**config.mk**
```make
export PLATFORM = sky130hd
export DESIGN_NAME = rcq_regs
export DESIGN_NICKNAME = d
export VERILOG_FILES = /design/src/rtl/rcq_pkg.sv /design/src/rtl/rcq_regs.sv
export SDC_FILE = /design/constraint.sdc
export NUM_CORES = 1
export LEC_CHECK = 0
export ABC_CLOCK_PERIOD_IN_PS = 3900
export BUFFER_PORTS_ARGS = -buffer_cell sky130_fd_sc_hd__buf_2
export CORE_UTILIZATION = 56
export CTS_BUF_LIST = sky130_fd_sc_hd__clkbuf_8
export CTS_CLUSTER_DIAMETER = 150
export CTS_CLUSTER_SIZE = 25
export DETAILED_ROUTE_END_ITERATION = 10
export PLACE_DENSITY = 0.88
export SLEW_MARGIN = 25
export SYNTH_ARGS = -nofsm -noshare
export SYNTH_HDL_FRONTEND = slang
export SYNTH_SLANG_ARGS = --single-unit
```
**constraint.sdc**
```tcl
create_clock -name CLK -period 3.9 [get_ports CLK]
set_input_delay 0.195 -clock CLK [delete_from_list [all_inputs] [get_ports CLK]]
set_output_delay 0.195 -clock CLK [all_outputs]
set_load 0.03 [all_outputs]
```
**src/rtl/rcq_pkg.sv**
```systemverilog
// Package for the render control and label query register bank.
// Assumes a 32-bit AXI4-Lite bus with 24-bit byte addresses.
package rcq_pkg;

   // Bus geometry
   localparam int ADDR_W = 24;
   localparam int DATA_W = 32;
   localparam int STRB_W = 4;

   // Register byte addresses
   localparam logic [23:0] OFF_RENDER_STYLE = 24'h102410;
   localparam logic [23:0] OFF_TARGET_LINE  = 24'h102414;
   localparam logic [23:0] OFF_LINE_CAPTURE = 24'h102418;
   localparam logic [23:0] OFF_LIST_SWAP    = 24'h102450;
   localparam logic [23:0] OFF_PROBE_X      = 24'h102470;
   localparam logic [23:0] OFF_PROBE_Y      = 24'h102474;
   localparam logic [23:0] OFF_LABEL_RESULT = 24'h102478;

   // Field widths
   localparam int LINE_W  = 9;
   localparam int COORD_W = 9;
   localparam int LABEL_W = 8;
   localparam int SWAP_W  = 2;
   localparam int PIX_W   = 32;

   // Reset values
   localparam logic            RST_RENDER_STYLE = 1'h0;
   localparam logic [8:0]      RST_TARGET_LINE  = 9'h000;
   localparam logic            RST_LINE_CAPTURE = 1'h0;
   localparam logic [1:0]      RST_LIST_SWAP    = 2'h0;
   localparam logic [8:0]      RST_PROBE        = 9'h000;
   localparam logic [7:0]      RST_LABEL        = 8'h00;

   // Swap field codes
   localparam logic [1:0] SWAP_IDLE  = 2'h0;
   localparam logic [1:0] SWAP_LINE  = 2'h1;
   localparam logic [1:0] SWAP_FRAME = 2'h2;

   // Render style codes
   localparam logic STYLE_NORMAL = 1'h0;
   localparam logic STYLE_SINGLE = 1'h1;

   // AXI response codes
   localparam logic [1:0] RESP_OKAY   = 2'h0;
   localparam logic [1:0] RESP_SLVERR = 2'h2;

   // Line capture sequencer
   typedef enum logic [1:0] {
      CAP_IDLE,
      CAP_ARMED,
      CAP_ACTIVE
   } rcq_cap_e;

   // Whole state of the register bank
   typedef struct packed {
      logic                awready;
      logic                wready;
      logic                aw_held;
      logic                w_held;
      logic [ADDR_W-1:0]   aw_addr;
      logic [DATA_W-1:0]   w_data;
      logic [STRB_W-1:0]   w_strb;
      logic                bvalid;
      logic [1:0]          bresp;
      logic                arready;
      logic                rvalid;
      logic [DATA_W-1:0]   rdata;
      logic [1:0]          rresp;
      logic                render_style;
      logic [LINE_W-1:0]   target_line;
      logic                capture_bit;
      logic [SWAP_W-1:0]   list_swap;
      logic [COORD_W-1:0]  probe_x;
      logic [COORD_W-1:0]  probe_y;
      logic [LABEL_W-1:0]  label;
      rcq_cap_e            cap_state;
      logic [LINE_W-1:0]   cap_addr;
      logic                cap_we;
      logic [PIX_W-1:0]    cap_wdata;
      logic [LINE_W-1:0]   cap_waddr;
      logic                swap_now;
      logic                render_single;
      logic [LINE_W-1:0]   render_line;
   } rcq_state_s;

endpackage

```
**src/rtl/rcq_regs.sv**
```systemverilog
// Render control and label query register bank with AXI4-Lite slave.
// Assumes the engine gives scan-out pulses, a pixel stream and the label
// found at the probe coordinate; all inputs synchronous to CLK.
//
// Behaviour
// - Capture bit stores current line into memory; code waits for the next line start and stores that line
// - Target line bits 0-8 name rendered line
// - Target line ignored in normal rendering
// - Target line accepts 0 through 511
// - Swap 01 takes effect after current line
// - Swap 10 takes effect after current frame
// - Swap reads zero only when buffer safe
// - Label result bits 0-7 from probe point
// - Label result is read-only to host
// - Label follows probe point, not touch
// - Probe Y: 9 bits, host written, reset zero
// - Probe X: 9 bits, host written, reset zero
//
// The AXI4-Lite register port was left to the implementer.
`timescale 1ns/1ns
module rcq_regs (
   input  wire logic                          CLK,
   input  wire logic                          RSTN,
   // AXI4-Lite write address
   input  wire logic                          AWVALID,
   output logic                               AWREADY,
   input  wire logic [rcq_pkg::ADDR_W-1:0]    AWADDR,
   input  wire logic [2:0]                    AWPROT,
   // AXI4-Lite write data
   input  wire logic                          WVALID,
   output logic                               WREADY,
   input  wire logic [rcq_pkg::DATA_W-1:0]    WDATA,
   input  wire logic [rcq_pkg::STRB_W-1:0]    WSTRB,
   // AXI4-Lite write response
   output logic                               BVALID,
   input  wire logic                          BREADY,
   output logic [1:0]                         BRESP,
   // AXI4-Lite read address
   input  wire logic                          ARVALID,
   output logic                               ARREADY,
   input  wire logic [rcq_pkg::ADDR_W-1:0]    ARADDR,
   input  wire logic [2:0]                    ARPROT,
   // AXI4-Lite read data
   output logic                               RVALID,
   input  wire logic                          RREADY,
   output logic [rcq_pkg::DATA_W-1:0]         RDATA,
   output logic [1:0]                         RRESP,
   // Scan-out timing from the engine
   input  wire logic                          LINE_START,
   input  wire logic                          LINE_END,
   input  wire logic                          FRAME_END,
   // Pixel stream of the line being scanned out
   input  wire logic                          PIX_VALID,
   input  wire logic [rcq_pkg::PIX_W-1:0]     PIX_DATA,
   // Label found by the engine at the probe point
   input  wire logic [rcq_pkg::LABEL_W-1:0]   PROBE_LABEL,
   // Control to the engine
   output logic                               SWAP_NOW,
   output logic                               RENDER_SINGLE,
   output logic [rcq_pkg::LINE_W-1:0]         RENDER_LINE,
   output logic [rcq_pkg::COORD_W-1:0]        PROBE_X,
   output logic [rcq_pkg::COORD_W-1:0]        PROBE_Y,
   // Line capture memory write port
   output logic                               CAP_WE,
   output logic [rcq_pkg::LINE_W-1:0]         CAP_ADDR,
   output logic [rcq_pkg::PIX_W-1:0]          CAP_WDATA
);

   rcq_pkg::rcq_state_s st;
   rcq_pkg::rcq_state_s next_st;

   // Merge write data into a register under byte strobes
   function automatic logic [31:0] merge(input logic [31:0] old_v,
                                         input logic [31:0] new_v,
                                         input logic [3:0]  strb);
      logic [31:0] res;
      res = old_v;
      for (int i = 0; i < 4; i++) begin
         if (strb[i]) begin
            res[i*8 +: 8] = new_v[i*8 +: 8];
         end
      end
      return res;
   endfunction

   // True when the address names a register of the bank
   function automatic logic mapped(input logic [rcq_pkg::ADDR_W-1:0] a);
      return (a == rcq_pkg::OFF_RENDER_STYLE) || (a == rcq_pkg::OFF_TARGET_LINE)
          || (a == rcq_pkg::OFF_LINE_CAPTURE) || (a == rcq_pkg::OFF_LIST_SWAP)
          || (a == rcq_pkg::OFF_PROBE_X)      || (a == rcq_pkg::OFF_PROBE_Y)
          || (a == rcq_pkg::OFF_LABEL_RESULT);
   endfunction

   // Answer code for an access: refused outside the bank
   function automatic logic [1:0] resp_for(input logic [rcq_pkg::ADDR_W-1:0] a);
      return mapped(a) ? rcq_pkg::RESP_OKAY : rcq_pkg::RESP_SLVERR;
   endfunction

   // Read-back value; reserved bits read zero
   function automatic logic [31:0] readback(input logic [rcq_pkg::ADDR_W-1:0] a,
                                            input rcq_pkg::rcq_state_s s);
      logic [31:0] v;
      v = 32'h0000_0000;
      unique case (a)
         rcq_pkg::OFF_RENDER_STYLE: v[0] = s.render_style;
         rcq_pkg::OFF_TARGET_LINE:  v[rcq_pkg::LINE_W-1:0] = s.target_line;
         rcq_pkg::OFF_LINE_CAPTURE: v[0] = s.capture_bit;
         rcq_pkg::OFF_LIST_SWAP:    v[rcq_pkg::SWAP_W-1:0] = s.list_swap;
         rcq_pkg::OFF_PROBE_X:      v[rcq_pkg::COORD_W-1:0] = s.probe_x;
         rcq_pkg::OFF_PROBE_Y:      v[rcq_pkg::COORD_W-1:0] = s.probe_y;
         rcq_pkg::OFF_LABEL_RESULT: v[rcq_pkg::LABEL_W-1:0] = s.label;
         default:                   v = 32'h0000_0000;
      endcase
      return v;
   endfunction

   // Next-state logic for bus, registers and capture
   always_comb begin
      logic                       do_write;
      logic [rcq_pkg::ADDR_W-1:0] wa;
      logic [31:0]                wd;
      logic [3:0]                 ws;
      logic [31:0]                merged;
      logic                       cap_write;
      logic                       cap_clear;

      do_write  = 1'b0;
      wa        = st.aw_addr;
      wd        = st.w_data;
      ws        = st.w_strb;
      merged    = 32'h0000_0000;
      cap_write = 1'b0;
      cap_clear = 1'b0;
      next_st   = st;

      // Write address and data are taken in either order
      if (AWVALID && st.awready) begin
         next_st.aw_held = 1'b1;
         next_st.aw_addr = AWADDR;
         next_st.awready = 1'b0;
         wa              = AWADDR;
      end
      if (WVALID && st.wready) begin
         next_st.w_held = 1'b1;
         next_st.w_data = WDATA;
         next_st.w_strb = WSTRB;
         next_st.wready = 1'b0;
         wd             = WDATA;
         ws             = WSTRB;
      end

      // Commit once both halves are here and no response waits
      if (next_st.aw_held && next_st.w_held && !st.bvalid) begin
         do_write        = 1'b1;
         next_st.aw_held = 1'b0;
         next_st.w_held  = 1'b0;
         next_st.bvalid  = 1'b1;
         next_st.bresp   = resp_for(wa);
      end

      // Write response handshake reopens both channels
      if (st.bvalid && BREADY) begin
         next_st.bvalid  = 1'b0;
         next_st.awready = 1'b1;
         next_st.wready  = 1'b1;
      end

      // Read channel: one read in flight
      if (ARVALID && st.arready) begin
         next_st.arready = 1'b0;
         next_st.rvalid  = 1'b1;
         next_st.rdata   = readback(ARADDR, st);
         next_st.rresp   = resp_for(ARADDR);
      end

      // Read answer taken reopens the address channel
      if (st.rvalid && RREADY) begin
         next_st.rvalid  = 1'b0;
         next_st.arready = 1'b1;
      end

      // Pending swap retires at the chosen scan-out boundary
      next_st.swap_now = 1'b0;
      if ((st.list_swap == rcq_pkg::SWAP_LINE) && LINE_END) begin
         next_st.list_swap = rcq_pkg::SWAP_IDLE;
         next_st.swap_now  = 1'b1;
      end
      if ((st.list_swap == rcq_pkg::SWAP_FRAME) && FRAME_END) begin
         next_st.list_swap = rcq_pkg::SWAP_IDLE;
         next_st.swap_now  = 1'b1;
      end

      // Capture sequencer: wait for a line start, store, stop at line end
      next_st.cap_we = 1'b0;
      unique case (st.cap_state)
         rcq_pkg::CAP_IDLE: begin
            if (st.capture_bit) begin
               next_st.cap_state = rcq_pkg::CAP_ARMED;
            end
         end
         rcq_pkg::CAP_ARMED: begin
            if (LINE_START) begin
               next_st.cap_state = rcq_pkg::CAP_ACTIVE;
               next_st.cap_addr  = '0;
            end
         end
         rcq_pkg::CAP_ACTIVE: begin
            if (PIX_VALID) begin
               next_st.cap_we    = 1'b1;
               next_st.cap_wdata = PIX_DATA;
               next_st.cap_waddr = st.cap_addr;
               next_st.cap_addr  = st.cap_addr + 9'h001;
            end
            if (LINE_END) begin
               next_st.cap_state = rcq_pkg::CAP_IDLE;
               cap_clear         = 1'b1;
            end
         end
         default: begin
            next_st.cap_state = rcq_pkg::CAP_IDLE;
         end
      endcase

      // Line end retires the capture request
      if (cap_clear) begin
         next_st.capture_bit = 1'b0;
      end

      // Register writes; a host write wins over a same-cycle clear
      if (do_write) begin
         unique case (wa)
            rcq_pkg::OFF_RENDER_STYLE: begin
               merged = merge({31'h0, st.render_style}, wd, ws);
               next_st.render_style = merged[0];
            end
            rcq_pkg::OFF_TARGET_LINE: begin
               merged = merge({23'h0, st.target_line}, wd, ws);
               next_st.target_line = merged[rcq_pkg::LINE_W-1:0];
            end
            rcq_pkg::OFF_LINE_CAPTURE: begin
               merged    = merge({31'h0, st.capture_bit}, wd, ws);
               cap_write = merged[0];
               if (cap_write) begin
                  next_st.capture_bit = 1'b1;
               end else if (st.cap_state == rcq_pkg::CAP_ARMED) begin
                  next_st.capture_bit = 1'b0;
                  next_st.cap_state   = rcq_pkg::CAP_IDLE;
               end
            end
            rcq_pkg::OFF_LIST_SWAP: begin
               merged = merge({30'h0, st.list_swap}, wd, ws);
               // Illegal codes are dropped, leaving the field as it was
               if ((merged[1:0] == rcq_pkg::SWAP_LINE)
                   || (merged[1:0] == rcq_pkg::SWAP_FRAME)) begin
                  next_st.list_swap = merged[1:0];
               end
            end
            rcq_pkg::OFF_PROBE_X: begin
               merged = merge({23'h0, st.probe_x}, wd, ws);
               next_st.probe_x = merged[rcq_pkg::COORD_W-1:0];
            end
            rcq_pkg::OFF_PROBE_Y: begin
               merged = merge({23'h0, st.probe_y}, wd, ws);
               next_st.probe_y = merged[rcq_pkg::COORD_W-1:0];
            end
            default: begin
               merged = 32'h0000_0000; // Label result is read-only
            end
         endcase
      end

      // Label tracks the engine's answer for the probe point only
      next_st.label = PROBE_LABEL;

      // Line select reaches the engine only in single-line style
      next_st.render_single = next_st.render_style;
      next_st.render_line   = (next_st.render_style == rcq_pkg::STYLE_SINGLE)
                              ? next_st.target_line : '0;
   end

   // State register with synchronous reset
   always_ff @(posedge CLK) begin
      if (!RSTN) begin
         // Bus channels open, no answer pending
         st.awready       <= 1'b1;
         st.wready        <= 1'b1;
         st.aw_held       <= 1'b0;
         st.w_held        <= 1'b0;
         st.aw_addr       <= '0;
         st.w_data        <= '0;
         st.w_strb        <= '0;
         st.bvalid        <= 1'b0;
         st.bresp         <= rcq_pkg::RESP_OKAY;
         st.arready       <= 1'b1;
         st.rvalid        <= 1'b0;
         st.rdata         <= '0;
         st.rresp         <= rcq_pkg::RESP_OKAY;
         // Host registers at their reset values
         st.render_style  <= rcq_pkg::RST_RENDER_STYLE;
         st.target_line   <= rcq_pkg::RST_TARGET_LINE;
         st.capture_bit   <= rcq_pkg::RST_LINE_CAPTURE;
         st.list_swap     <= rcq_pkg::RST_LIST_SWAP;
         st.probe_x       <= rcq_pkg::RST_PROBE;
         st.probe_y       <= rcq_pkg::RST_PROBE;
         st.label         <= rcq_pkg::RST_LABEL;
         // Engine control and capture side quiet
         st.cap_state     <= rcq_pkg::CAP_IDLE;
         st.cap_addr      <= '0;
         st.cap_we        <= 1'b0;
         st.cap_wdata     <= '0;
         st.cap_waddr     <= '0;
         st.swap_now      <= 1'b0;
         st.render_single <= rcq_pkg::STYLE_NORMAL;
         st.render_line   <= '0;
      end else begin
         st <= next_st;
      end
   end

   // Bus handshake and answers straight from state flip-flops
   assign AWREADY       = st.awready;
   assign WREADY        = st.wready;
   assign BVALID        = st.bvalid;
   assign BRESP         = st.bresp;
   assign ARREADY       = st.arready;
   assign RVALID        = st.rvalid;
   assign RDATA         = st.rdata;
   assign RRESP         = st.rresp;

   // Engine control straight from state flip-flops
   assign SWAP_NOW      = st.swap_now;
   assign RENDER_SINGLE = st.render_single;
   assign RENDER_LINE   = st.render_line;
   assign PROBE_X       = st.probe_x;
   assign PROBE_Y       = st.probe_y;

   // Capture memory write port straight from state flip-flops
   assign CAP_WE        = st.cap_we;
   assign CAP_ADDR      = st.cap_waddr;
   assign CAP_WDATA     = st.cap_wdata;

endmodule // rcq_regs

```
Yosys cells after proc, flatten, opt, wreduce, memory -nomap -nowiden
Index checks and enable logic that the tools add are counted.

cells by class
  add/sub/neg operators = 1
  equal/unequal tests = 22
  muxes and demuxes = 52
  bitwise gates (word level) = 1
  reduce and logical (&&, ||, !) cells = 36

operators with widths
  cell                    count
  $eq A24 B21 Y1 const B  14
  $mux W51                1
  $mux W9                 4
  $mux W2                 16
  $mux W31                1
  $mux W24                1
  $mux W8                 3
  $pmux W6 S4             1
  $mux W1                 19
  $pmux W9 S2             1
  $reduce_and A3 Y1       5
  $logic_or A1 B1 Y1      13
  $mux W11                1
  $add A9 B1 Y9 const B   1
  $logic_and A1 B1 Y1     9
  $pmux W1 S7             1
  $eq A2 B1 Y1 const B    3
  $eq A2 B2 Y1 const B    3
  $pmux W2 S3             1
  $reduce_and A2 Y1       3
  $reduce_or A2 Y1        3
  $pmux W1 S5             1
  $ne A2 B2 Y1 const B    2
  $pmux W1 S3             1
  other kinds (4)         4

storage, ports and cells
  bits in registers = 157
  logic and storage cells = 141

Depth between registers and ports, before layout
  depth in word-level cells = 12
  depth in mapped cells = 8
  mapped depth without buffers = 7

Least setup slack after synthesis
Ideal clock, no wire load.

  kind = reg2reg
  from = register st, in the netlist AWREADY
  to = register st, in the netlist RENDER_LINE[1]
  arrival = 2105 ps
  setup slack = 1664 ps
  cell stages (with the launch flop) = 7
  clock period less this slack = 2236 ps
  path through = dfxtp_1 > and2_4 > nand4_2 > a221oi_4 > and4_4 > mux2i_2 > nor2_1

between the ends
  word-level cells in the longest chain between the ends = 7
  elaborated cells between the ends (all ways) = 12
  classes of those cells = 2 x eq/ne; 6 x mux; 4 x reduce/logical

RTL lines
  what                                              RTL line         text
  start, declared                                   rcq_regs.sv:69   rcq_pkg::rcq_state_s st;
  $logic_and A1 B1 Y1 (*)                           rcq_regs.sv:137  if (AWVALID && st.awready) begin
  branches (longest 4 deep; another with $mux W24)  n/a
  $mux W31 (*)                                      rcq_regs.sv:230  if (do_write) begin
  $reduce_and A2 Y1 (no line)                       n/a

Every way passes the cells marked *.
A chain may end at the register's enable or synchronous reset.

Final worst setup path
  from = register st, in the netlist AWREADY
  to = register st, in the netlist RENDER_LINE[3]

The elaborated chain is that of the path after synthesis.

==> results.md <==
- Status: completed
- CTS Buf Count: 17
- Die width: 117 um
- Io pins: 253
- Crit path launch type: register
- Post-synthesis cell area: 0.00739 mm^2
- Top Family by Delay on Critical Path: simple AND/OR/NAND/NOR gates
- Nets@finish: 1150
- Crit end category: register
- First-pass GRT wire length: 27.9 mm
- RSZ-0062 raised after global routing: no
- Top routing layer used: met4
- Clock transition at path regs: 0.08 ns
- DP HPWL: 11.9 mm
- Avg Cell Area, Syn: 8.63 um^2
- Vias in the first global route: 5945
- Root Driver: clkbuf_8
- Residual DRC count: 0
- Clock Latency Late Sink: 0.45 ns
- Slowest stage delay, CP: 0.50 ns
- Global-route usage over all layers: 26.3%
- Commonest non-fill, non-tap cell in the layout: buf_2
- H-tree levels: 4
- DR WL met2: 8.36 mm
- Min Hold Slack: 0.0167 ns
- Largest net degree at the start of global routing: 89
- Final setup violation count: 0
- Full die area: 0.0137 mm^2
- Layout cells sized above 1: 26.3%
- Crit-path cells: nand2_2 > nand4_1 > a221oi_4 > and4_4 > mux2i_2 > nor2_1
- Top FF cell, synth: dfxtp_1
- Minimum clock period: 2.80 ns
- Worst-Margin Slew: 0.989 ns
- Placer congestion estimate: 0.850
- Fmax: 357 MHz
- Crit-path max FO: 32
- Leak: 3.87 nW
- # fillers: 981
- Setup TNS: 0 ns
- Distinct cells, synth: 68
- Via count: 6323
- Port Buffers: 196
- Max_cap viols: 0
- Commonest cells after routing, fill and taps aside: buf_2 (195), nand2_1 (168), dfxtp_1 (155), a21boi_0 (65), dlygate4sd3_1 (53)
- Top cells by area, synth: dfxtp_1 (42%), buf_4 (11%), nand2_1 (8.5%), a21boi_0 (6.6%), mux2i_1 (2.7%)
- Total global routing overflow: 0
- Worst reg2reg path depth: 6
- Sink Count: 155
- Worst Hold Class: input pin to register
- Footprint of the multi-input gates: 0.00336 mm^2
- Post-synthesis register bit count: 155
- Drt pass-1 iters: 7
- PostCTS Resize Cnt: 0
- Slowest stage cell, crit path: a221oi_4
- Post-synthesis async set-or-reset flop share: 0%
- EDFF count, synth: 0
- Row count: 41
- Starting Density: 58.1%
- CTS Buffer Depth: 2
- Sequential Area: 0.00310 mm^2
- Number of buffers and inverters on the critical path: 0
- Critical R2R Capture: RENDER_LINE[3]
- Worst Skew: 0.0119 ns
- Pwr per Cell Area: 368 mW/mm^2
- Crit Path Category: register to register
- Chip Height: 117 um
- VDD IR-drop max: 0.258 mV
- Syn Inst Count: 857
- Pins Over Slew Limit: 0
- Core ar.: 0.0127 mm^2
- R2R Setup Slk: 1.10 ns
- Via-per-instance ratio: 5.30
- Worst Path Arrival: 3.11 ns
- Avg WL per Cell: 14.8 um
- CP startpoint: AWREADY
- Hold Vio Cnt, Final: 0
- Tcrit/Tclk final: 71.8%
- Syn-to-layout area delta: 17.4%
- Initial antenna violation count: 2
- Slew HR: 33.6%
- Iteration-0 DRC Markers: 493
- Total Routed Length: 17.6 mm
- Post-synth top area share: 42.0%
- CTS tree: built
- Final antenna-violating net count: 0
- Synth area leader: dfxtp_1
- Met1 WL: 7.36 mm
- Crit path to: RENDER_LINE[3]
- Met3 WL: 1.29 mm
- Reg-to-reg startpoint: AWREADY
- YS warnings: 0
- Crit path depth: 6
- Seq/Total Area, Yosys: 42.0%
- CP Data Required Time: 4.21 ns
state kept, by name, indices dropped and copies added (netlist names):
name,count
RENDER_SINGLE,1
RENDER_LINE,9
SWAP_NOW,1
BVALID,1
ARREADY,1
AWREADY,1
WREADY,1
RDATA,9
CAP_WDATA,32
PROBE_Y,9
BRESP,1
RRESP,1
CAP_WE,1
PROBE_X,9
st,68
CAP_ADDR,9
RVALID,1
power by group:
part | total [mW] | switching, mW | leakage (nW) | internal [mW]
clock | 1.20 | 0.578 | 0.199 | 0.620
combinational | 0.353 | 0.202 | 2.42 | 0.151
sequential | 1.64 | 0.0240 | 1.26 | 1.62
Yosys cell counts (all sizes together), types with 2 or more instances:
cell type  instances
and2              17
a222oi             6
and3b              2
nand3             28
nor3b              3
o211a              3
nor3               9
a211oi             4
a221oi             2
and3              10
nand4b             3
nand2            169
nand2b             2
nand4              7
a32o               2
nor2b             24
a21boi            65
a32oi              2
buf              116
a21oi             17
clkbuf            28
a22oi              4
xnor2              3
o21a               3
nor4b              7
mux2i             21
inv               20
dfxtp            155
o21ai             39
mux2              15
and4b              3
nor4               7
a31oi              3
nand3b             4
nor2              37
worst reg2reg max path, cell delays in order, from the launching register on:
cell and delay (ns):
dfxtp_1 0.40, nand2_2 0.48, nand4_1 0.36, a221oi_4 0.50, and4_4 0.31, mux2i_2 0.50
nor2_1 0.11
logic make-up (layout without fill, tap and decap cells):
group | after synthesis | count (layout) | synth area share, %
AOI/OAI and AO/OA | 160 | 160 | 15.6
xor gates and xnor gates | 3 | 3 | 0.355
adders and majority gates | 2 | 2 | 0.305
buffers and inverters | 164 | 302 | 13.8
DFF | 155 | 155 | 42.0
muxes | 36 | 36 | 5.18
other | 1 | 27 | 0.0507
and+or+nand+nor | 336 | 336 | 22.8
metal layers:
metal  GRT usage (%)  vias up
li1                -     3087
met1            31.7     2907
met5               0        -
met4            13.8        0
met3            6.02       43
met2            44.0      286
worst min-delay path by stage:
stage,to,cells past startpoint,startpoint,slack [ns]
after floorplan,AWREADY,1,AWVALID,0.30
after global placement,st[69],2,PROBE_LABEL[5],0.40
after detailed placement,st[70],2,PROBE_LABEL[6],0.40
after CTS,st[192],3,AWADDR[14],0.002
after global routing,CAP_WDATA[13],3,PIX_DATA[13],0.01
final,st[201],3,AWADDR[23],0.02
through the flow:
| stage | power, mW | cell area [um^2] | utilization [%] | instances | setup slack (ns) |
|---|---|---|---|---|---|
| global route | 3.32 | 8680 | 68.3 | 1193 | 0.912 |
| finish | 3.19 | 8680 | 68.3 | 1193 | 1.10 |
| detailed placement | 1.98 | 7760 | 61.0 | 1108 | 1.16 |
| CTS | 3.21 | 8680 | 68.2 | 1191 | 1.14 |
| global placement | 1.97 | 7760 | 61.0 | 1108 | 1.21 |
| floorplan | 1.90 | 7480 | - | 881 | 1.66 |
timing repair:
item	4_1_cts	5_1_grt
endpoints found under the setup margin	0	0
setup buffers	0	0
hold buffers	53	0
endpoints found under the hold margin	53	0
layout make-up:
| type | count | area share (%) |
|---|---|---|
| tap | 172 | 2.48 |
| inverter | 20 | 0.865 |
| sequential | 155 | 35.7 |
| clock inverter | 13 | 1.74 |
| timing repair buffer | 252 | 17.7 |
| clock buffer | 17 | 2.69 |
| antenna | 2 | 0.0576 |
| multi-input combinational | 562 | 38.7 |
No activity file was read; power rests on OpenSTA's default activity.
